### config.mk
export PLATFORM = sky130hd
export DESIGN_NAME = cas_sequencer
export DESIGN_NICKNAME = d
export VERILOG_FILES = /design/src/inc/cas_pkg.sv /design/src/inc/cas_ea_if.sv /design/src/verilog/cas_sequencer.sv /design/src/verilog/cas_ea_calc.sv
export SDC_FILE = /design/constraint.sdc
export NUM_CORES = 1
export LEC_CHECK = 0
export BUFFER_PORTS_ARGS = -buffer_cell sky130_fd_sc_hd__buf_2
export CAP_MARGIN = 40
export CELL_PAD_IN_SITES_DETAIL_PLACEMENT = 1
export CELL_PAD_IN_SITES_GLOBAL_PLACEMENT = 1
export CORE_UTILIZATION = 47
export CTS_CLUSTER_DIAMETER = 30
export CTS_CLUSTER_SIZE = 28
export DETAILED_ROUTE_END_ITERATION = 8
export PLACE_DENSITY = 0.87
export SLEW_MARGIN = 20
export SYNTH_ARGS = -nofsm -noshare
export SYNTH_HDL_FRONTEND = slang
export SYNTH_SLANG_ARGS = --single-unit
export TNS_END_PERCENT = 50
### constraint.sdc
create_clock -name sys_clk -period 10.87 [get_ports sys_clk]
set_clock_uncertainty 0.15 [all_clocks]
set_input_delay 1.6305 -clock sys_clk [delete_from_list [all_inputs] [get_ports sys_clk]]
set_output_delay 1.6305 -clock sys_clk [all_outputs]
set_load 0.01 [all_outputs]
### src/inc/cas_pkg.sv
// Constants, mode codes and address arithmetic for the address sequencer.
// Assumes a 16-bit address bus and an 8-bit data bus on one clock.
package cas_pkg;

    localparam int          ADDR_W           = 16;
    localparam logic [15:0] VEC_RESET        = 16'hfffe;
    localparam logic [15:0] SP_RESET         = 16'h00ff;
    localparam logic [7:0]  DIRECT_PAGE_HI   = 8'h00;
    localparam int          IMASK_BIT        = 3;
    localparam logic [2:0]  PUSH_LAST        = 3'h4;
    localparam logic [2:0]  PREF_LAST        = 3'h2;
    localparam int          RESET_SEQ_CYCLES = 6;

    typedef enum logic [3:0] {
        register_only_mode,
        relative_mode,
        literal_operand_mode,
        direct_mode,
        full_address_mode,
        pointer_no_offset_mode,
        pointer_postinc_mode,
        pointer_byte_offset_mode,
        pointer_byte_offset_postinc_mode,
        pointer_word_offset_mode,
        stack_byte_offset_mode,
        stack_word_offset_mode
    } cas_mode_t;

    // Sums wrap inside the 64 KB space
    function automatic logic [15:0] add16(input logic [15:0] a, input logic [15:0] b);
        add16 = a + b;
    endfunction : add16

    function automatic logic [15:0] sext8(input logic [7:0] v);
        sext8 = {{8{v[7]}}, v};
    endfunction : sext8

    function automatic logic [1:0] operand_bytes(input cas_mode_t m, input logic wide);
        case (m)
            register_only_mode, pointer_no_offset_mode, pointer_postinc_mode: operand_bytes = 2'h0;
            literal_operand_mode: operand_bytes = wide ? 2'h2 : 2'h1;
            full_address_mode, pointer_word_offset_mode, stack_word_offset_mode: operand_bytes = 2'h2;
            default: operand_bytes = 2'h1;
        endcase
    endfunction : operand_bytes

endpackage : cas_pkg

### src/inc/cas_ea_if.sv
// Signals between the sequencer and its effective-address adder.
// Both ends run on the same clock; the adder is purely combinational.
`timescale 1ns/100ps
`default_nettype none
interface cas_ea_if;
    cas_pkg::cas_mode_t mode;
    logic [15:0]        hx;
    logic [15:0]        sp;
    logic [15:0]        base;
    logic [15:0]        pc;
    logic [15:0]        opnd;
    logic [15:0]        ea;
    modport calc (input mode, input hx, input sp, input base, input pc, input opnd, output ea);
    modport user (output mode, output hx, output sp, output base, output pc, output opnd,
                  input ea);
endinterface : cas_ea_if
`default_nettype wire

### src/verilog/cas_sequencer.sv
// Operand address sequencer with reset, interrupt, trap and wait sequences.
// Assumes a combinational memory: bus_rdata is valid in the cycle bus_rd is high.
`timescale 1ns/100ps
`default_nettype none
// Functional notes
// - One 64 KB address space reaches memory, registers and ports alike.
// - Register-only mode fetches no operand from memory.
// - Branch offset byte follows opcode; taken branch adds sign-extended offset.
// - Literal operand follows opcode, high byte first when 16 bits.
// - Direct address gets an implied zero high byte.
// - Full address comes from two code bytes, high byte first.
// - Pointer no-offset mode uses the pointer pair as address.
// - Post-increment mode adds one to the pair after the fetch.
// - Byte offset mode adds unsigned byte; its post-increment form bumps pair.
// - Word offset mode adds a 16-bit offset to the pair.
// - Stack byte offset mode adds unsigned byte to stack pointer.
// - Stack word offset mode adds 16-bit offset to stack pointer.
// - Test-and-branch instructions fetch a further relative byte for the target.
// - Any reset abandons activity at once.
// - After reset, six cycles read the top vector and fill the queue.
// - Interrupts wait for the boundary; vector latched at sequence start.
// - Stack return low, return high, pointer low, accumulator, flags in order.
// - Then set mask, read vector high, low, one idle cycle, three prefetches.
// - Upper pointer byte is never stacked.
// - Software trap uses same sequence and ignores the mask.
// - Wait clears the mask and stops clocks until interrupt or reset.
// - Background command in wait restarts clocks into background mode.
// - Mask is flag bit 3; set blocks maskable interrupts.
module cas_sequencer (
    input  wire logic               sys_clk,
    input  wire logic               arst_n,
    input  wire logic               reset_done,
    input  wire logic               op_start,
    input  wire cas_pkg::cas_mode_t op_mode,
    input  wire logic               op_wide,
    input  wire logic               op_rel_tail,
    input  wire logic               br_decide,
    input  wire logic               br_taken,
    input  wire logic               irq_pending,
    input  wire logic [15:0]        int_vector,
    input  wire logic               swi_req,
    input  wire logic               wait_req,
    input  wire logic               bdm_background,
    input  wire logic               bdm_go,
    input  wire logic               hx_load,
    input  wire logic [15:0]        hx_in,
    input  wire logic               sp_load,
    input  wire logic [15:0]        sp_in,
    input  wire logic               imask_load,
    input  wire logic               imask_in,
    input  wire logic [7:0]         acc_in,
    input  wire logic [7:0]         ccr_in,
    input  wire logic [7:0]         bus_rdata,
    output logic [15:0]             bus_addr,
    output logic                    bus_rd,
    output logic                    bus_wr,
    output logic [7:0]              bus_wdata,
    output logic [15:0]             ea_addr,
    output logic                    ea_valid,
    output logic [15:0]             op_data,
    output logic [15:0]             pc,
    output logic [15:0]             hx,
    output logic [15:0]             sp,
    output logic                    i_mask,
    output logic                    cpu_clk_en,
    output logic                    bdm_active,
    output logic                    seq_idle,
    output logic                    branch_wait
);
    typedef enum logic [3:0] {
        ST_RST, ST_VHI, ST_VLO, ST_FREE, ST_PREF, ST_IDLE, ST_OPF,
        ST_EA, ST_RELF, ST_BR, ST_PUSH, ST_WAIT, ST_BDM
    } cas_state_t;

    cas_state_t         state;
    cas_state_t         next_state;
    logic [2:0]         cnt;
    cas_pkg::cas_mode_t mode_q;
    logic [1:0]         need_q;
    logic               rel_q;
    logic [15:0]        vec_q;
    logic [7:0]         rel_off;
    logic [15:0]        opnd;
    logic [15:0]        opbase;
    logic [7:0]         push_byte;
    logic [2:0]         push_idx;
    logic [1:0]         need_now;
    logic               take_irq;
    logic               take_swi;
    logic               take_wait;
    logic               take_op;
    logic               wake_irq;
    logic               wake_bdm;
    logic               push_go;
    logic               last_opf;
    logic               postinc;

    cas_ea_if eif ();
    cas_ea_calc u_ea (
        .eif (eif.calc)
    );
    assign eif.mode = mode_q;
    assign eif.hx   = hx;
    assign eif.sp   = sp;
    assign eif.base = opbase;
    assign eif.pc   = pc;
    assign eif.opnd = opnd;

    // Idle state is the instruction boundary; interrupts outrank a new opcode
    assign take_irq  = (state == ST_IDLE) && irq_pending && !i_mask;
    assign take_swi  = (state == ST_IDLE) && !take_irq && swi_req;
    assign take_wait = (state == ST_IDLE) && !take_irq && !swi_req && wait_req;
    assign take_op   = (state == ST_IDLE) && !take_irq && !swi_req && !wait_req && op_start;
    assign wake_irq  = (state == ST_WAIT) && irq_pending && !i_mask;
    assign wake_bdm  = (state == ST_WAIT) && !wake_irq && bdm_background;
    assign push_go   = take_irq || take_swi || wake_irq;
    assign need_now  = cas_pkg::operand_bytes(op_mode, op_wide);
    assign last_opf  = (cnt == {1'b0, need_q - 2'h1});
    assign postinc   = (mode_q == cas_pkg::pointer_postinc_mode) ||
                       (mode_q == cas_pkg::pointer_byte_offset_postinc_mode);
    assign push_idx  = (state == ST_PUSH) ? cnt + 3'h1 : 3'h0;

    always_comb begin
        case (push_idx)
            3'h0:    push_byte = pc[7:0];
            3'h1:    push_byte = pc[15:8];
            3'h2:    push_byte = hx[7:0];
            3'h3:    push_byte = acc_in;
            default: begin
                push_byte = ccr_in;
                push_byte[cas_pkg::IMASK_BIT] = i_mask;
            end
        endcase
    end

    always_comb begin
        next_state = state;
        case (state)
            ST_RST:  if (reset_done) next_state = ST_VHI;
            ST_VHI:  next_state = ST_VLO;
            ST_VLO:  next_state = ST_FREE;
            ST_FREE: next_state = ST_PREF;
            ST_PREF: if (cnt == cas_pkg::PREF_LAST) next_state = ST_IDLE;
            ST_IDLE: begin
                if (push_go) next_state = ST_PUSH;
                else if (take_wait) next_state = ST_WAIT;
                else if (take_op) next_state = (need_now == 2'h0) ? ST_EA : ST_OPF;
            end
            ST_OPF:  if (last_opf) next_state = ST_EA;
            ST_EA: begin
                if (mode_q == cas_pkg::relative_mode) next_state = ST_BR;
                else if (rel_q) next_state = ST_RELF;
                else next_state = ST_IDLE;
            end
            ST_RELF: next_state = ST_BR;
            ST_BR:   if (br_decide) next_state = ST_IDLE;
            ST_PUSH: if (cnt == cas_pkg::PUSH_LAST) next_state = ST_VHI;
            ST_WAIT: begin
                if (wake_irq) next_state = ST_PUSH;
                else if (wake_bdm) next_state = ST_BDM;
            end
            ST_BDM:  if (bdm_go) next_state = ST_IDLE;
            default: next_state = ST_RST;
        endcase
    end

    // Asynchronous reset drops any sequence mid-way
    always_ff @(posedge sys_clk or negedge arst_n) begin
        if (!arst_n) begin
            state <= ST_RST;
            cnt   <= 3'h0;
        end else begin
            state <= next_state;
            cnt   <= (next_state != state) ? 3'h0 : cnt + 3'h1;
        end
    end

    always_ff @(posedge sys_clk or negedge arst_n) begin
        if (!arst_n) begin
            mode_q  <= cas_pkg::register_only_mode;
            need_q  <= 2'h0;
            rel_q   <= 1'b0;
            vec_q   <= cas_pkg::VEC_RESET;
            rel_off <= 8'h00;
        end else begin
            if (take_op) begin
                mode_q <= op_mode;
                need_q <= need_now;
                rel_q  <= op_rel_tail;
            end
            if (push_go) vec_q <= int_vector;
            if (state == ST_EA) rel_off <= opnd[7:0];
            if (state == ST_RELF) rel_off <= bus_rdata;
        end
    end

    // Bus strobes follow the state being entered, so all of them are flops
    always_ff @(posedge sys_clk or negedge arst_n) begin
        if (!arst_n) begin
            bus_addr  <= 16'h0000;
            bus_rd    <= 1'b0;
            bus_wr    <= 1'b0;
            bus_wdata <= 8'h00;
        end else begin
            bus_rd <= 1'b0;
            bus_wr <= 1'b0;
            case (next_state)
                ST_VHI: begin
                    bus_rd   <= 1'b1;
                    bus_addr <= vec_q;
                end
                ST_VLO: begin
                    bus_rd   <= 1'b1;
                    bus_addr <= cas_pkg::add16(vec_q, 16'h0001);
                end
                ST_PREF: begin
                    bus_rd   <= 1'b1;
                    bus_addr <= (state == ST_PREF) ?
                                cas_pkg::add16(pc, {13'h0000, cnt + 3'h1}) : pc;
                end
                ST_OPF: begin
                    bus_rd   <= 1'b1;
                    bus_addr <= cas_pkg::add16(pc, 16'h0001);
                end
                ST_RELF: begin
                    bus_rd   <= 1'b1;
                    bus_addr <= pc;
                end
                ST_PUSH: begin
                    bus_wr    <= 1'b1;
                    bus_addr  <= sp;
                    bus_wdata <= push_byte;
                end
                default: begin
                    bus_addr <= bus_addr;
                end
            endcase
        end
    end

    always_ff @(posedge sys_clk or negedge arst_n) begin
        if (!arst_n) begin
            pc     <= 16'h0000;
            opnd   <= 16'h0000;
            opbase <= 16'h0000;
        end else begin
            case (state)
                ST_VHI:  pc[15:8] <= bus_rdata;
                ST_VLO:  pc[7:0] <= bus_rdata;
                ST_IDLE: if (take_op) begin
                    pc     <= cas_pkg::add16(pc, 16'h0001);
                    opbase <= cas_pkg::add16(pc, 16'h0001);
                    opnd   <= 16'h0000;
                end
                ST_OPF: begin
                    opnd <= {opnd[7:0], bus_rdata};
                    pc   <= cas_pkg::add16(pc, 16'h0001);
                end
                ST_RELF: pc <= cas_pkg::add16(pc, 16'h0001);
                ST_BR:   if (br_decide && br_taken) begin
                    pc <= cas_pkg::add16(pc, cas_pkg::sext8(rel_off));
                end
                default: pc <= pc;
            endcase
        end
    end

    always_ff @(posedge sys_clk or negedge arst_n) begin
        if (!arst_n) begin
            hx <= 16'h0000;
            sp <= cas_pkg::SP_RESET;
        end else begin
            if (state == ST_EA && postinc) hx <= cas_pkg::add16(hx, 16'h0001);
            else if (state == ST_IDLE && hx_load) hx <= hx_in;
            if (next_state == ST_PUSH) sp <= cas_pkg::add16(sp, 16'hffff);
            else if (state == ST_IDLE && sp_load) sp <= sp_in;
        end
    end

    always_ff @(posedge sys_clk or negedge arst_n) begin
        if (!arst_n) begin
            i_mask     <= 1'b1;
            cpu_clk_en <= 1'b1;
            bdm_active <= 1'b0;
        end else begin
            if (state == ST_PUSH && cnt == cas_pkg::PUSH_LAST) i_mask <= 1'b1;
            else if (take_wait) i_mask <= 1'b0;
            else if (state == ST_IDLE && imask_load) i_mask <= imask_in;
            if (take_wait) cpu_clk_en <= 1'b0;
            else if (wake_irq || wake_bdm) cpu_clk_en <= 1'b1;
            if (wake_bdm) bdm_active <= 1'b1;
            else if (state == ST_BDM && bdm_go) bdm_active <= 1'b0;
        end
    end

    always_ff @(posedge sys_clk or negedge arst_n) begin
        if (!arst_n) begin
            ea_addr     <= 16'h0000;
            ea_valid    <= 1'b0;
            op_data     <= 16'h0000;
            seq_idle    <= 1'b0;
            branch_wait <= 1'b0;
        end else begin
            ea_valid    <= (state == ST_EA);
            seq_idle    <= (next_state == ST_IDLE);
            branch_wait <= (next_state == ST_BR);
            if (state == ST_EA) begin
                ea_addr <= eif.ea;
                op_data <= opnd;
            end
        end
    end

    a_reset_six: assert property (
        @(posedge sys_clk) disable iff (!arst_n)
        (state == ST_RST && reset_done) |=> (state != ST_IDLE)[*6] ##1 (state == ST_IDLE))
        else $error("reset sequence not six cycles");
    a_reset_vector: assert property (
        @(posedge sys_clk) disable iff (!arst_n)
        (state == ST_RST && reset_done) |=> (bus_rd && bus_addr == 16'hfffe)
        ##1 (bus_rd && bus_addr == 16'hffff))
        else $error("reset vector not read from top two addresses");
    a_push_order: assert property (
        @(posedge sys_clk) disable iff (!arst_n)
        push_go |=> (bus_wr && bus_wdata == pc[7:0]) ##1 (bus_wr && bus_wdata == pc[15:8])
        ##1 (bus_wr && bus_wdata == hx[7:0]) ##1 (bus_wr && bus_wdata == acc_in))
        else $error("stacking order wrong");
    a_five_pushes: assert property (
        @(posedge sys_clk) disable iff (!arst_n)
        push_go |=> (bus_wr)[*5] ##1 (!bus_wr && sp == $past(sp, 6) - 16'h0005))
        else $error("stack frame not five bytes");
    a_vector_fetch: assert property (
        @(posedge sys_clk) disable iff (!arst_n)
        (state == ST_PUSH && cnt == cas_pkg::PUSH_LAST) |=> (i_mask && bus_rd && bus_addr == vec_q)
        ##1 bus_rd ##1 !bus_rd ##1 (bus_rd)[*3] ##1 !bus_rd)
        else $error("vector and prefetch order wrong");
    a_mask_blocks: assert property (
        @(posedge sys_clk) disable iff (!arst_n)
        (state == ST_IDLE && i_mask && irq_pending && !swi_req) |=> (state != ST_PUSH))
        else $error("masked interrupt taken");
    a_trap_unmasked: assert property (
        @(posedge sys_clk) disable iff (!arst_n)
        (state == ST_IDLE && swi_req) |=> (state == ST_PUSH))
        else $error("software trap not taken");
    a_wait_entry: assert property (
        @(posedge sys_clk) disable iff (!arst_n)
        take_wait |=> (!i_mask && !cpu_clk_en && state == ST_WAIT))
        else $error("wait entry wrong");
    a_bdm_wake: assert property (
        @(posedge sys_clk) disable iff (!arst_n)
        wake_bdm |=> (bdm_active && cpu_clk_en))
        else $error("background wake failed");
    a_postinc_step: assert property (
        @(posedge sys_clk) disable iff (!arst_n)
        (state == ST_EA && postinc) |=> (hx == $past(hx) + 16'h0001 &&
        ea_addr == cas_pkg::add16($past(hx), (mode_q == cas_pkg::pointer_postinc_mode) ?
                                  16'h0000 : {8'h00, op_data[7:0]})))
        else $error("pointer post-increment wrong");
    a_inherent_idle: assert property (
        @(posedge sys_clk) disable iff (!arst_n)
        (take_op && need_now == 2'h0) |=> !bus_rd ##1 (ea_valid && (rel_q || !bus_rd)))
        else $error("operand bus access in no-operand mode");
    a_direct_page: assert property (
        @(posedge sys_clk) disable iff (!arst_n)
        (ea_valid && mode_q == cas_pkg::direct_mode) |-> (ea_addr[15:8] == 8'h00))
        else $error("direct address outside first page");

endmodule : cas_sequencer
`default_nettype wire

### src/verilog/cas_ea_calc.sv
// Effective-address adder for every operand addressing mode.
// Assumes operand bytes are already collected high byte first in opnd.
`timescale 1ns/100ps
`default_nettype none
module cas_ea_calc (
    cas_ea_if.calc eif
);
    always_comb begin
        case (eif.mode)
            cas_pkg::relative_mode:
                eif.ea = cas_pkg::add16(eif.pc, cas_pkg::sext8(eif.opnd[7:0]));
            cas_pkg::literal_operand_mode:
                eif.ea = eif.base;
            cas_pkg::direct_mode:
                eif.ea = {cas_pkg::DIRECT_PAGE_HI, eif.opnd[7:0]};
            cas_pkg::full_address_mode:
                eif.ea = eif.opnd;
            cas_pkg::pointer_no_offset_mode, cas_pkg::pointer_postinc_mode:
                eif.ea = eif.hx;
            cas_pkg::pointer_byte_offset_mode, cas_pkg::pointer_byte_offset_postinc_mode:
                eif.ea = cas_pkg::add16(eif.hx, {8'h00, eif.opnd[7:0]});
            cas_pkg::pointer_word_offset_mode:
                eif.ea = cas_pkg::add16(eif.hx, eif.opnd);
            cas_pkg::stack_byte_offset_mode:
                eif.ea = cas_pkg::add16(eif.sp, {8'h00, eif.opnd[7:0]});
            cas_pkg::stack_word_offset_mode:
                eif.ea = cas_pkg::add16(eif.sp, eif.opnd);
            default:
                eif.ea = eif.base; // No operand address in register-only mode
        endcase
    end
endmodule : cas_ea_calc
`default_nettype wire

# --- Word-level counts from Yosys, hierarchy flattened ---
# Index checks and enable logic that the tools add are counted.
classes:
  add_sub_neg: 13
  n_eq_ne: 45
  mux: 44
  n_reduce_logical: 52
  order_cmp: 0
  bitwise: 0
  n_div: 0
  multipliers: 0
  shifts: 0
op_table:
  columns: ["cell", "count"]
  rows:
  - ["two-way mux 16 bit", 8]
  - ["case mux 16 bit (8 select lines)", 1]
  - ["case mux 16 bit (6 select lines)", 1]
  - ["case mux 8 bit (4 select lines)", 3]
  - ["adder 16 bit", 4]
  - ["equality test 4 x 3 -> 1 bit, second input constant", 14]
  - ["equality test 4 bit, second input constant", 14]
  - ["two-way mux 4 bit", 13]
  - ["case mux 4 bit (13 select lines)", 1]
  - ["adder 16 x 1 -> 16 bit, second input constant", 3]
  - ["adder 16 x 8 -> 16 bit", 2]
  - ["case mux 16 bit (2 select lines)", 1]
  - ["equality test 4 x 2 -> 1 bit, second input constant", 5]
  - ["logical AND 1 bit", 19]
  - ["adder 16 bit, second input constant", 1]
  - ["adder 16 x 3 -> 16 bit", 1]
  - ["two-way mux 8 bit", 2]
  - ["equality test 4 x 1 -> 1 bit, second input constant", 3]
  - ["nonzero test 2 bit", 6]
  - ["two-way mux 1 bit", 10]
  - ["equality test 3 x 2 -> 1 bit, second input constant", 3]
  - ["logical NOT 4 bit", 2]
  - ["nonzero test 4 bit", 2]
  - ["two-way mux 3 bit", 2]
  - ["other kinds (20)", 33]
word_totals:
  input_bits: 93
  ff_bits: 182
  ramBits: 0
  latchBits: 0
  output_inout_bits: 112
  n_memories: 0
  mem_bits_ro: 0

# --- Logic depth before layout (Yosys ltp) ---
# Gate-level depths: netlist of the first run.
logic_depth:
  depth_word: 15
  depth_mapped: 14
  depth_no_buf: 12

# --- Cells and area by module ---
# A second synthesis of the first run with hierarchy kept.
unflattened:
  cells_unflattened: 1634
  hier_area_um2: 13879.6
by_module_without_submodules:
  columns: ["module", "instances", "cells_each", "seq_area_each_um2", "area_each_um2"]
  rows:
  - ["cas_sequencer", 1, 1207, 4585.6, 10712.8]
  - ["cas_ea_calc", 1, 427, 0.0, 3166.8]

# --- Worst setup path after synthesis of the first run ---
# No wires, ideal clock.
synth_path:
  path_kind: "input to register"
  start: "in irq_pending"
  end: "reg sp[10]"
  cell_stages: 11
  path_buffers: 2
  required_time_ns: 10.597
  setup_slack_ns: 6.886
  t_arrival_ns: 3.711
  path_cell_list: "nor2b_1 buf_2 nor3_2 o22ai_1 a311oi_2 inv_2 and3_4 a31oi_1 buf_2 a21oi_1 o221a_2"
synth_via:
  elab_chain_len: 13
  word_cells_on_any_way: 25
synth_rtl:
  columns: ["element", "line_no", "rtl"]
  rows:
  - ["start, declared", "cas_sequencer.sv:39", "input wire logic irq_pending,"]
  - ["logical AND 1 bit (2 in a row)", "cas_sequencer.sv:110", "assign take_irq = (state == ST_IDLE) && irq_pending && !i_mask;"]
  - ["logical NOT 1 bit", "cas_sequencer.sv:111, cas_sequencer.sv:112, cas_sequencer.sv:113", null]
  - ["logical AND 1 bit", "cas_sequencer.sv:111, cas_sequencer.sv:112, cas_sequencer.sv:113", null]
  - ["logical AND 1 bit", "cas_sequencer.sv:112, cas_sequencer.sv:113", null]
  - ["logical AND 1 bit (2 in a row)", "cas_sequencer.sv:113", "assign take_op = (state == ST_IDLE) && !take_irq && !swi_req && !wait_req && op_start;"]
  - ["two-way mux 4 bit", "cas_sequencer.sv:147", "else if (take_op) next_state = (need_now == 2'h0) ? ST_EA : ST_OPF;"]
  - ["two-way mux 4 bit", "cas_sequencer.sv:146", "else if (take_wait) next_state = ST_WAIT;"]
  - ["two-way mux 4 bit", "cas_sequencer.sv:145", "if (push_go) next_state = ST_PUSH;"]
  - ["case mux 4 bit (13 select lines) *", "cas_sequencer.sv:138", "case (state)"]
  - ["via next_state[3]", "cas_sequencer.sv:76", "cas_state_t next_state;"]
  - ["equality test 4 bit *", "cas_sequencer.sv:275", "if (next_state == ST_PUSH) sp <= cas_pkg::add16(sp, 16'hffff);"]
  - ["two-way mux 16 bit / nonzero test 2 bit (equally long branches)", null, null]
  - ["end signal, assigned", "cas_sequencer.sv:271", "sp <= cas_pkg::SP_RESET;"]
  - ["end signal, assigned", "cas_sequencer.sv:275", null]
  - ["end signal, assigned", "cas_sequencer.sv:276", "else if (state == ST_IDLE && sp_load) sp <= sp_in;"]
  - ["end, declared", "cas_sequencer.sv:63", "output logic [15:0] sp,"]
# Mark *: on every way through the listed nets, which the timed path passes. The rest lies on a longest branch.
# A chain may end at the register's enable or synchronous reset.

# --- Worst setup path in the final report of the first run ---
layout_path:
  start: "in irq_pending"
  end: "reg sp[10]"
layout_via:
  elab_chain_len: 13
  word_cells_on_any_way: 25
layout_rtl:
  columns: ["element", "line_no"]
  rows:
  - ["logical AND 1 bit (2 in a row)", "cas_sequencer.sv:110"]
  - ["logical NOT 1 bit", "cas_sequencer.sv:111, cas_sequencer.sv:112, cas_sequencer.sv:113"]
  - ["logical AND 1 bit", "cas_sequencer.sv:111, cas_sequencer.sv:112, cas_sequencer.sv:113"]
  - ["logical AND 1 bit", "cas_sequencer.sv:112, cas_sequencer.sv:113"]
  - ["logical AND 1 bit (2 in a row)", "cas_sequencer.sv:113"]
  - ["two-way mux 4 bit", "cas_sequencer.sv:147"]
  - ["two-way mux 4 bit", "cas_sequencer.sv:146"]
  - ["two-way mux 4 bit", "cas_sequencer.sv:145"]
  - ["case mux 4 bit (13 select lines) *", "cas_sequencer.sv:138"]
  - ["equality test 4 bit *", "cas_sequencer.sv:275"]
  - ["two-way mux 16 bit / nonzero test 2 bit (equally long branches)", null]
# Every way passes the cells marked *; elsewhere a longest branch is shown, timed or not.

==> results.md, run 1 <==
- Async set-reset flop share out of synthesis: 100%
- Worst-skew pair later-pin latency: 460 ps
- Reg2reg path depth: 13
- CTS Buf Count: 17
- Hold Path Class: register to register
- Final wirelength: 56900 um
- Die area: 30100 um2
- Setup crit start kind: primary input
- Clock transition at path regs: 80 ps
- Critical Path, Cell by Cell: buf_2, nor2b_1, o21ai_1, a2111o_1, and3_1, buf_4, inv_2, nand3_2, inv_2, a21oi_1, o221a_2
- Yosys cell types: 85
- Post-Route Utilization: 55.2%
- Achievable clock frequency: 196 MHz
- Layout cell share with drive strength beyond 1: 19.1%
- Routed length per instance: 25.5 um
- Inserted Diodes: 0
- PortBufs: 203
- CP required: 11070 ps
- Pwr Density: 371 nW/um2
- Sequential-to-total area share from yosys stat: 33.2%
- Leakage power: 7.22 nW
- Post-CTS Setup Bufs: 0
- Die Ht: 173 um
- Root Buffer: clkbuf_16
- Placeable Area: 28800 um2
- Fill count: 3538
- CP max-delay cell: inv_2
- Die span in x: 173 um
- Final worst path period share: 46.8%
- Commonest cells after routing, fill and taps aside: 248 x nand2_1, 207 x buf_2, 157 x dfrtp_1, 131 x o21ai_0, 117 x nor2_1
- Grt total ovfl: 0
- Synth top area share: 28.4%
- Starting density of the core: 48.0%
- GP Congestion: 0.957
- Syn Area/Cell: 8.27 um2
- P&R area growth vs syn: 15.0%
- Cells after Synth: 1670
- Ports: 205
- Initial antenna violation count: 2
- Largest net degree at the start of global routing: 65
- Hold Crit Start: op_data[10]
- # rows: 62
- WS Path Type: primary input to register
- Final setup viols: 0
- Initial DRC count: 1518
- Reg-to-Reg End: ea_addr[14]
- Final Max Tran Viols: 0
- Max H-tree Level: 4
- Fin Setup TNS: 0 ps
- Hold_buf cts: 0
- Post-route DRC: 0
- Syn Nets: 1838
- Via density: 6.59
- Crit Path Max Fanout: 33
- Post-cts resize count: 0
- Worst-margin pin slew: 957 ps
- Post-DRT Antenna Nets: 0
- Slew margin rel.: 34.6%
- Number of synthesized flops with an enable pin: 0
- Post-synthesis register bit count: 182
- CP endpoint kind: register
- Post-Syn Area: 13800 um2
- Dpl hpwl: 42100 um
- Sink Count: 182
- Final hold vios: 0
- Commonest non-fill, non-tap cell in the layout: nand2_1
- Worst R2R Start: eif.mode[3]
- Largest cells by area after synthesis: dfrtp_1 28%, nand2_1 6.7%, ha_1 6.3%
- Place WS: 5360 ps
- FF-to-FF setup slack: 6390 ps
- Main synth FF type: dfrtp_1
- RSZ-0062 raised after global routing: no
- Max Cap Violations: 0
- Vias in the first global route: 14747
- CTS tree: yes
- All-layer global routing usage: 37.8%
- Max stage delay on crit path: 640 ps
- Max Buffers Root-to-Sink: 2
- WHS Endpoint: op_data[10]
- Peak VDD IR: 146 uV
- CP Data Arrival Time: 5290 ps
- Hold depth: 2
- Post-layout nets: 2000
- Outcome: finished clean
- Synth warnings: 0
- First-pass GRT wire length: 87300 um
- Most used cell, CP: inv_2
- Synth area leader: dfrtp_1
- Worst setup margin: 5780 ps
- Drt first pass iters: 6
- DR vias: 14685
- Min Tclk post-route: 5090 ps
==> cell families after synthesis <==
group / count (synthesis) / share of synthesized area (%)
compound gates: 504 / 24.5
xor+xnor: 75 / 4.75
fa+ha+maj: 75 / 7.06
buf+inv: 132 / 3.71
flops: 182 / 33.2
mux: 68 / 5.15
simple gates: 634 / 21.7
==> synthesized netlist by cell type, types with 13 or more instances <==
master / n
nand4_1: 16
inv_1: 35
mux2_2: 25
nor2b_1: 16
ha_1: 70
mux2i_1: 43
buf_2: 14
a211oi_1: 26
and3_1: 26
dfrtp_1: 157
a221oi_1: 19
o221ai_1: 13
nor2_1: 117
nand2_1: 248
or3_1: 17
and2_1: 13
xor2_1: 27
a21o_1: 23
xnor2_1: 48
nor4_1: 20
clkbuf_1: 73
a31oi_1: 16
dfstp_2: 25
o22ai_1: 17
nand3_1: 55
o21ai_0: 131
a22oi_1: 15
nor3_1: 59
a21oi_1: 105
==> where the power goes <==
part	leakage (nW)	total, mW	internal [mW]	switching [mW]
sequential	2.20	1.69	1.02	0.672
combinational	4.70	3.49	1.39	2.10
clock	0.318	0.712	0.403	0.309
==> layer usage <==
metal / up-vias / global-route usage, % / part of all wire (%) / wire (um)
met1: 7207 / 49.0 / 40 / 23000
met3: 176 / 6.82 / 8.7 / 4950
li1: 6511 / - / - / -
met4: 4 / 20.6 / 5.1 / 2920
met2: 787 / 59.8 / 46 / 26000
met5: - / 0 / 0.047 / 27
==> area by class of cell <==
cell class | count | area (um2) | area share (%)
Multi-Input combinational cell | 1356 | 8730 | 55.0
Sequential cell | 182 | 4590 | 28.9
Tap cell | 384 | 480 | 3.02
Timing Repair Buffer | 234 | 1290 | 8.11
Clock inverter | 12 | 189 | 1.19
Clock buffer | 20 | 457 | 2.87
Inverter | 41 | 154 | 0.969
==> how the worst max path moves through the flow <==
stage	end	from	cells past startpoint	slack, ps
after detailed placement	sp[10]	irq_pending	11	5360
final	sp[10]	irq_pending	11	5780
after global placement	sp[11]	irq_pending	11	5340
after global routing	sp[10]	irq_pending	11	5550
after floorplan	sp[10]	irq_pending	11	6890
after CTS	sp[10]	irq_pending	11	5830
==> critical path: cells and delay by family <==
kind	cells	cell delay [ps]
buffers and inverters	4	1340
AO/OA/AOI/OAI	4	1030
AND/OR/NAND/NOR	3	1260
==> metrics by stage <==
step | power [mW] | instance area [um2] | hold WS, ps | instances
finish | 5.90 | 15900 | 319 | 2229
global placement | 4.89 | 15100 | 304 | 2185
CTS | 5.80 | 15800 | 324 | 2223
detailed placement | 5.05 | 15200 | 308 | 2191
global route | 6.23 | 15900 | 352 | 2229
floorplan | 3.77 | 13800 | 289 | 1670
==> registers in the layout (all words and copies together), names as in the netlist, 2 cells and up <==
register / cells
op_data: 16
eif.opnd: 16
vec_q: 16
eif.mode: 4
hx: 16
rel_off: 8
eif.base: 16
cnt: 3
bus_addr: 16
state: 4
bus_wdata: 8
pc: 16
ea_addr: 16
need_q: 2
sp: 16
No activity file was read; power rests on OpenSTA's default activity.
==> inputs of run 2 (changes only) <==
- CORE_UTILIZATION: 47 -> 40
- PLACE_DENSITY: 0.87 -> 0.79
- clock period: 10.87 -> 4.6 ns (I/O delays scaled with it)
==> run 2 against run 1 <==
  * Final area increased by 1.3%
  * Power increased by 140%
  * Hold slack got worse by 320 ps
  * Sequential cell count unchanged
  * First-iteration DRC count decreased by 19%
  * Clock-buffer cell count decreased by 3
  * Wire length increased by 1.3%
  * Cell count increased by 3.7%
  * Clock power increased by 120%
  * Sequential power increased by 120%
  * Critical path depth increased by 2
==> results.md, run 2 (synthesized netlist as in run 1, its figures left out) <==
- Outcome: finished clean
- Met1 wire length: 24400 um
- Final worst path period share: 83.7%
- Sink Count: 182
- Initial DRC count: 1236
- Drt first pass iters: 5
- P&R area growth vs syn: 16.5%
- Vias in the first global route: 14690
- Final hold slack: 1.99 ps
- Die span in x: 188 um
- Final Max Tran Viols: 0
- Delay-heaviest family, CP: simple AND/OR/NAND/NOR gates
- CP required: 4810 ps
- Commonest non-fill, non-tap cell in the layout: nand2_1
- Pwr Density: 865 nW/um2
- Min Tclk post-route: 3850 ps
- Final wirelength: 57600 um
- Starting density of the core: 40.9%
- Crit Path Max Fanout: 11
- Max H-tree Level: 4
- Inserted Diodes: 0
- Grt total ovfl: 0
- Leakage power: 7.29 nW
- Crit path buffers/inverters: 2
- CP Data Arrival Time: 4060 ps
- Setup crit start kind: register
- Die area: 35300 um2
- Post-CTS Setup Bufs: 0
- CP endpoint kind: register
- Max Cap Violations: 0
- PortBufs: 203
- Post-layout nets: 2018
- WS Path Type: register to register
- Hold_buf cts: 0
- Ports: 205
- Post-route DRC: 0
- Place WS: 826 ps
- Post-route design area: 16100 um2
- Max Buffers Root-to-Sink: 2
- Achievable clock frequency: 260 MHz
- Layout cell share with drive strength beyond 1: 19.9%
- Worst setup margin: 750 ps
- Worst-margin pin slew: 863 ps
- Dpl hpwl: 43700 um
- FF-to-FF setup slack: 750 ps
- DR vias: 14558
- Met2 WL post-DR: 26800 um
- Peak VDD IR: 369 uV
- RSZ-0062 raised after global routing: no
- Post-cts resize count: 0
- CTS Buf Count: 17
- Clock transition at path regs: 90 ps
- GP Congestion: 0.967
- Worst-skew pair later-pin latency: 480 ps
- Most used cell, CP: and3_1
- Root Buffer: clkbuf_16
- Fin Setup TNS: 0 ps
- CTS tree: yes
- Top sig layer: met4
- Max stage delay on crit path: 550 ps
- All-layer global routing usage: 32.7%
- # rows: 67
- Final setup viols: 0
- Fill count: 4100
- CP max-delay cell: nor3_1
- Met3 wire len: 4160 um
- Initial antenna violation count: 0
- Routed length per instance: 24.9 um
- Largest net degree at the start of global routing: 75
- Commonest cells after routing, fill and taps aside: 248 x nand2_1, 204 x buf_2, 157 x dfrtp_1, 131 x o21ai_0, 117 x nor2_1
- DP Area: 15400 um2
- Placeable Area: 33800 um2
- Die Ht: 188 um
- Post-DRT Antenna Nets: 0
- Hold Path Class: primary input to async pin
- Final hold vios: 0
- Via density: 6.30
- Slew margin rel.: 42.5%
- Critical Path, Cell by Cell: inv_2, nor3_1, buf_4, and3_1, ha_1, and3_1, o211a_1, a221o_1, o31ai_1, mux2i_1, nor4_1, and3_1, a21oi_1
- First-pass GRT wire length: 88500 um
==> run 2: per-stage QoR <==
step | std cells | util [%] | total power, mW
global route | 2311 | 47.6 | 14.8
finish | 2311 | 47.6 | 13.9
floorplan | 1670 | - | 8.91
detailed placement | 2275 | 45.7 | 12.1
global placement | 2272 | 45.5 | 11.8
CTS | 2307 | 47.5 | 13.8
==> run 2: report_power, final <==
group | leakage (nW) | total [mW] | internal, mW | switching, mW
sequential | 2.20 | 3.80 | 2.41 | 1.39
clock | 0.306 | 1.59 | 0.756 | 0.835
combinational | 4.78 | 8.52 | 3.37 | 5.15
total | 7.29 | 13.9 | 6.54 | 7.37
==> run 2: cell type report <==
type / count / area, um2 / share of cell area, %
Sequential cell: 182 / 4590 / 28.5
Clock inverter: 15 / 214 / 1.33
Inverter: 41 / 154 / 0.956
Timing Repair Buffer: 252 / 1420 / 8.84
Tap cell: 448 / 561 / 3.48
Multi-Input combinational cell: 1356 / 8730 / 54.3
Clock buffer: 17 / 425 / 2.64
==> run 2: path summary, 6_finish.rpt <==
path,start,endpoint,cells after the start
max,eif.mode[3],ea_addr[14],13
min,arst_n,hx[11],1
max reg2reg,eif.mode[3],ea_addr[14],13
min reg2reg,ea_addr[6],ea_addr[6],2
max in group asynchronous,arst_n,vec_q[4],2
min in group sys_clk,hx_in[15],hx[15],3
==> run 2: metal layers <==
| layer | track usage [%] | vias to the layer above |
|---|---|---|
| met4 | 13.7 | 0 |
| met1 | 42.6 | 7296 |
| met5 | 0 | - |
| li1 | - | 6537 |
| met2 | 53.4 | 606 |
| met3 | 5.69 | 119 |
==> inputs of run 3 (changes only) <==
- clock period: 4.6 -> 3.14 ns (I/O delays scaled with it)
==> run 3 against run 2 <==
  * Worst setup slack lost 730 ps
  * Via count grew 4.9%
  * Utilization increased by 3.7 points
  * Clock power up 46%
  * Global-route usage increased by 2.0 points
  * Critical path depth fell by 2
  * Wire length increased by 7.0%
  * Combinational power rose by 73%
  * Final area increased by 7.7%
==> results.md, run 3 (synthesized netlist as in run 1, its figures left out) <==
- Routed length per instance: 25.2 um
- Critical path launch point: sp[0]
- Drt first pass iters: 5
- Final wirelength: 61700 um
- Final Non-Filler Cells: 2450
- CP Data Arrival Time: 3360 ps
- Setup crit start kind: register
- Reg2reg path depth: 11
- Final Max Tran Viols: 0
- Achievable clock frequency: 321 MHz
- CP required: 3380 ps
- Fill count: 4148
- P&R area growth vs syn: 25.4%
- Reg-to-Reg End: ea_addr[14]
- Commonest cells after routing, fill and taps aside: 246 x nand2_1, 203 x buf_2, 179 x buf_4, 154 x dfrtp_1, 129 x o21ai_0
- Ports: 205
- Die Ht: 188 um
- Max Buffers Root-to-Sink: 2
- Post-Route Utilization: 51.3%
- Outcome: finished clean
- Initial DRC count: 1078
- RSZ-0062 raised after global routing: yes
- Commonest non-fill, non-tap cell in the layout: nand2_1
- Layout cell share with drive strength beyond 1: 27.4%
- Min Tclk post-route: 3120 ps
- Largest net degree at the start of global routing: 78
- Crit path buffers/inverters: 1
- Clock transition at path regs: 80 ps
- CP endpoint kind: register
- Peak VDD IR: 628 uV
- Final setup viols: 0
- Power, Total: 22.1 mW
- WS Path Type: register to register
- Vias in the first global route: 15364
- Root Buffer: clkbuf_16
- CTS tree: yes
- Placeable Area: 33800 um2
- Initial antenna violation count: 1
- Worst R2R Start: sp[0]
- Delay-heaviest family, CP: compound AO/OA/AOI/OAI gates
- FF-to-FF setup slack: 20 ps
- Grt total ovfl: 0
- Worst-skew pair later-pin latency: 470 ps
- Slew margin rel.: 48.4%
- Placed insts: 2406
- Dpl hpwl: 48000 um
- PortBufs: 203
- First-pass GRT wire length: 93000 um
- All-layer global routing usage: 34.7%
- CP endpoint: ea_addr[14]
- Pwr Density: 1280 nW/um2
- Stages on the worst setup path: 11
- Final worst path period share: 99.3%
- Max H-tree Level: 4
- Max Cap Violations: 0
- DR vias: 15271
- GP Congestion: 1.00
- Sink Count: 182
- Hold depth: 3
- Die span in x: 188 um
- Via density: 6.23
- Post-route DRC: 0
- Place WS: -195 ps
- Post-DRT Antenna Nets: 0
- Leakage power: 7.98 nW
- CP max-delay cell: fa_1
- Die area: 35300 um2
- Worst setup margin: 21.2 ps
- Critical Path, Cell by Cell: ha_1, fa_1, a211oi_2, o21bai_1, a221o_1, o31ai_2, mux2i_1, nor4_2, buf_4, and3_1, a21oi_1
- # rows: 67
- Crit Path Max Fanout: 3
- Hold Path Class: primary input to register
- Final hold vios: 0
- Max stage delay on crit path: 420 ps
- Final hold slack: 76.0 ps
- Starting density of the core: 40.9%
- Worst-margin pin slew: 769 ps
- CTS Buf Count: 17
- Post-layout nets: 2156
-- run 3: final cells by class --
type | instances | area [um2] | share of cell area, %
Multi-Input combinational cell | 1356 | 8940 | 51.6
Sequential cell | 182 | 4590 | 26.5
Timing Repair Buffer | 390 | 2470 | 14.3
Tap cell | 448 | 561 | 3.23
Clock buffer | 17 | 425 | 2.45
Clock inverter | 15 | 180 | 1.04
Inverter | 41 | 156 | 0.903
Antenna cell | 1 | 2.50 | 0.0144
-- run 3: report_power, final --
part	internal, mW	total, mW	switching, mW
clock	1.15	2.32	1.17
sequential	3.55	5.09	1.54
combinational	6.05	14.7	8.69
total	10.8	22.1	11.4
-- run 3: routing by layer --
layer	wire (um)	vias up	GRT usage, %
li1	-	6811	-
met1	25100	7654	42.6
met2	29300	646	57.7
met3	4000	160	6.46
met4	3290	0	18.3
met5	0	-	0
-- run 3: how the worst min path moves through the flow --
| stage | start | endpoint | slack (ps) |
|---|---|---|---|
| final | op_rel_tail | rel_q | 80 |
| after global routing | op_rel_tail | rel_q | 80 |
| after CTS | wait_req | cpu_clk_en | 60 |
| after detailed placement | op_data[12] | op_data[12] | 310 |
| after global placement | ea_addr[6] | ea_addr[6] | 310 |
| after floorplan | arst_n | bdm_active | 30 |
-- run 3: timing repair --
item                                    CTS  global route
resized for setup                         4            47
hold endpoints to repair                 67             0
endpoints found under the setup margin    4            38
buffers inserted                          0             8
hold buffers                              1             0
pin swaps                                 0            10
-- run 3: worst reg2reg max path: stages (launching register included) --
cell and delay [ps]:
dfstp_2 410, ha_1 240, fa_1 420, a211oi_2 270
o21bai_1 180, a221o_1 390, o31ai_2 270, mux2i_1 250
nor4_2 60, buf_4 150, and3_1 140, a21oi_1 110
-- run 3: per-stage QoR --
step           area [um2]  setup TNS, ps
2_1_floorplan       13800          -77.2
3_3_place_gp        16400           -224
3_5_place_dp        16400           -355
4_1_cts             17100          -25.6
5_1_grt             17300           -111
6_report            17300              0
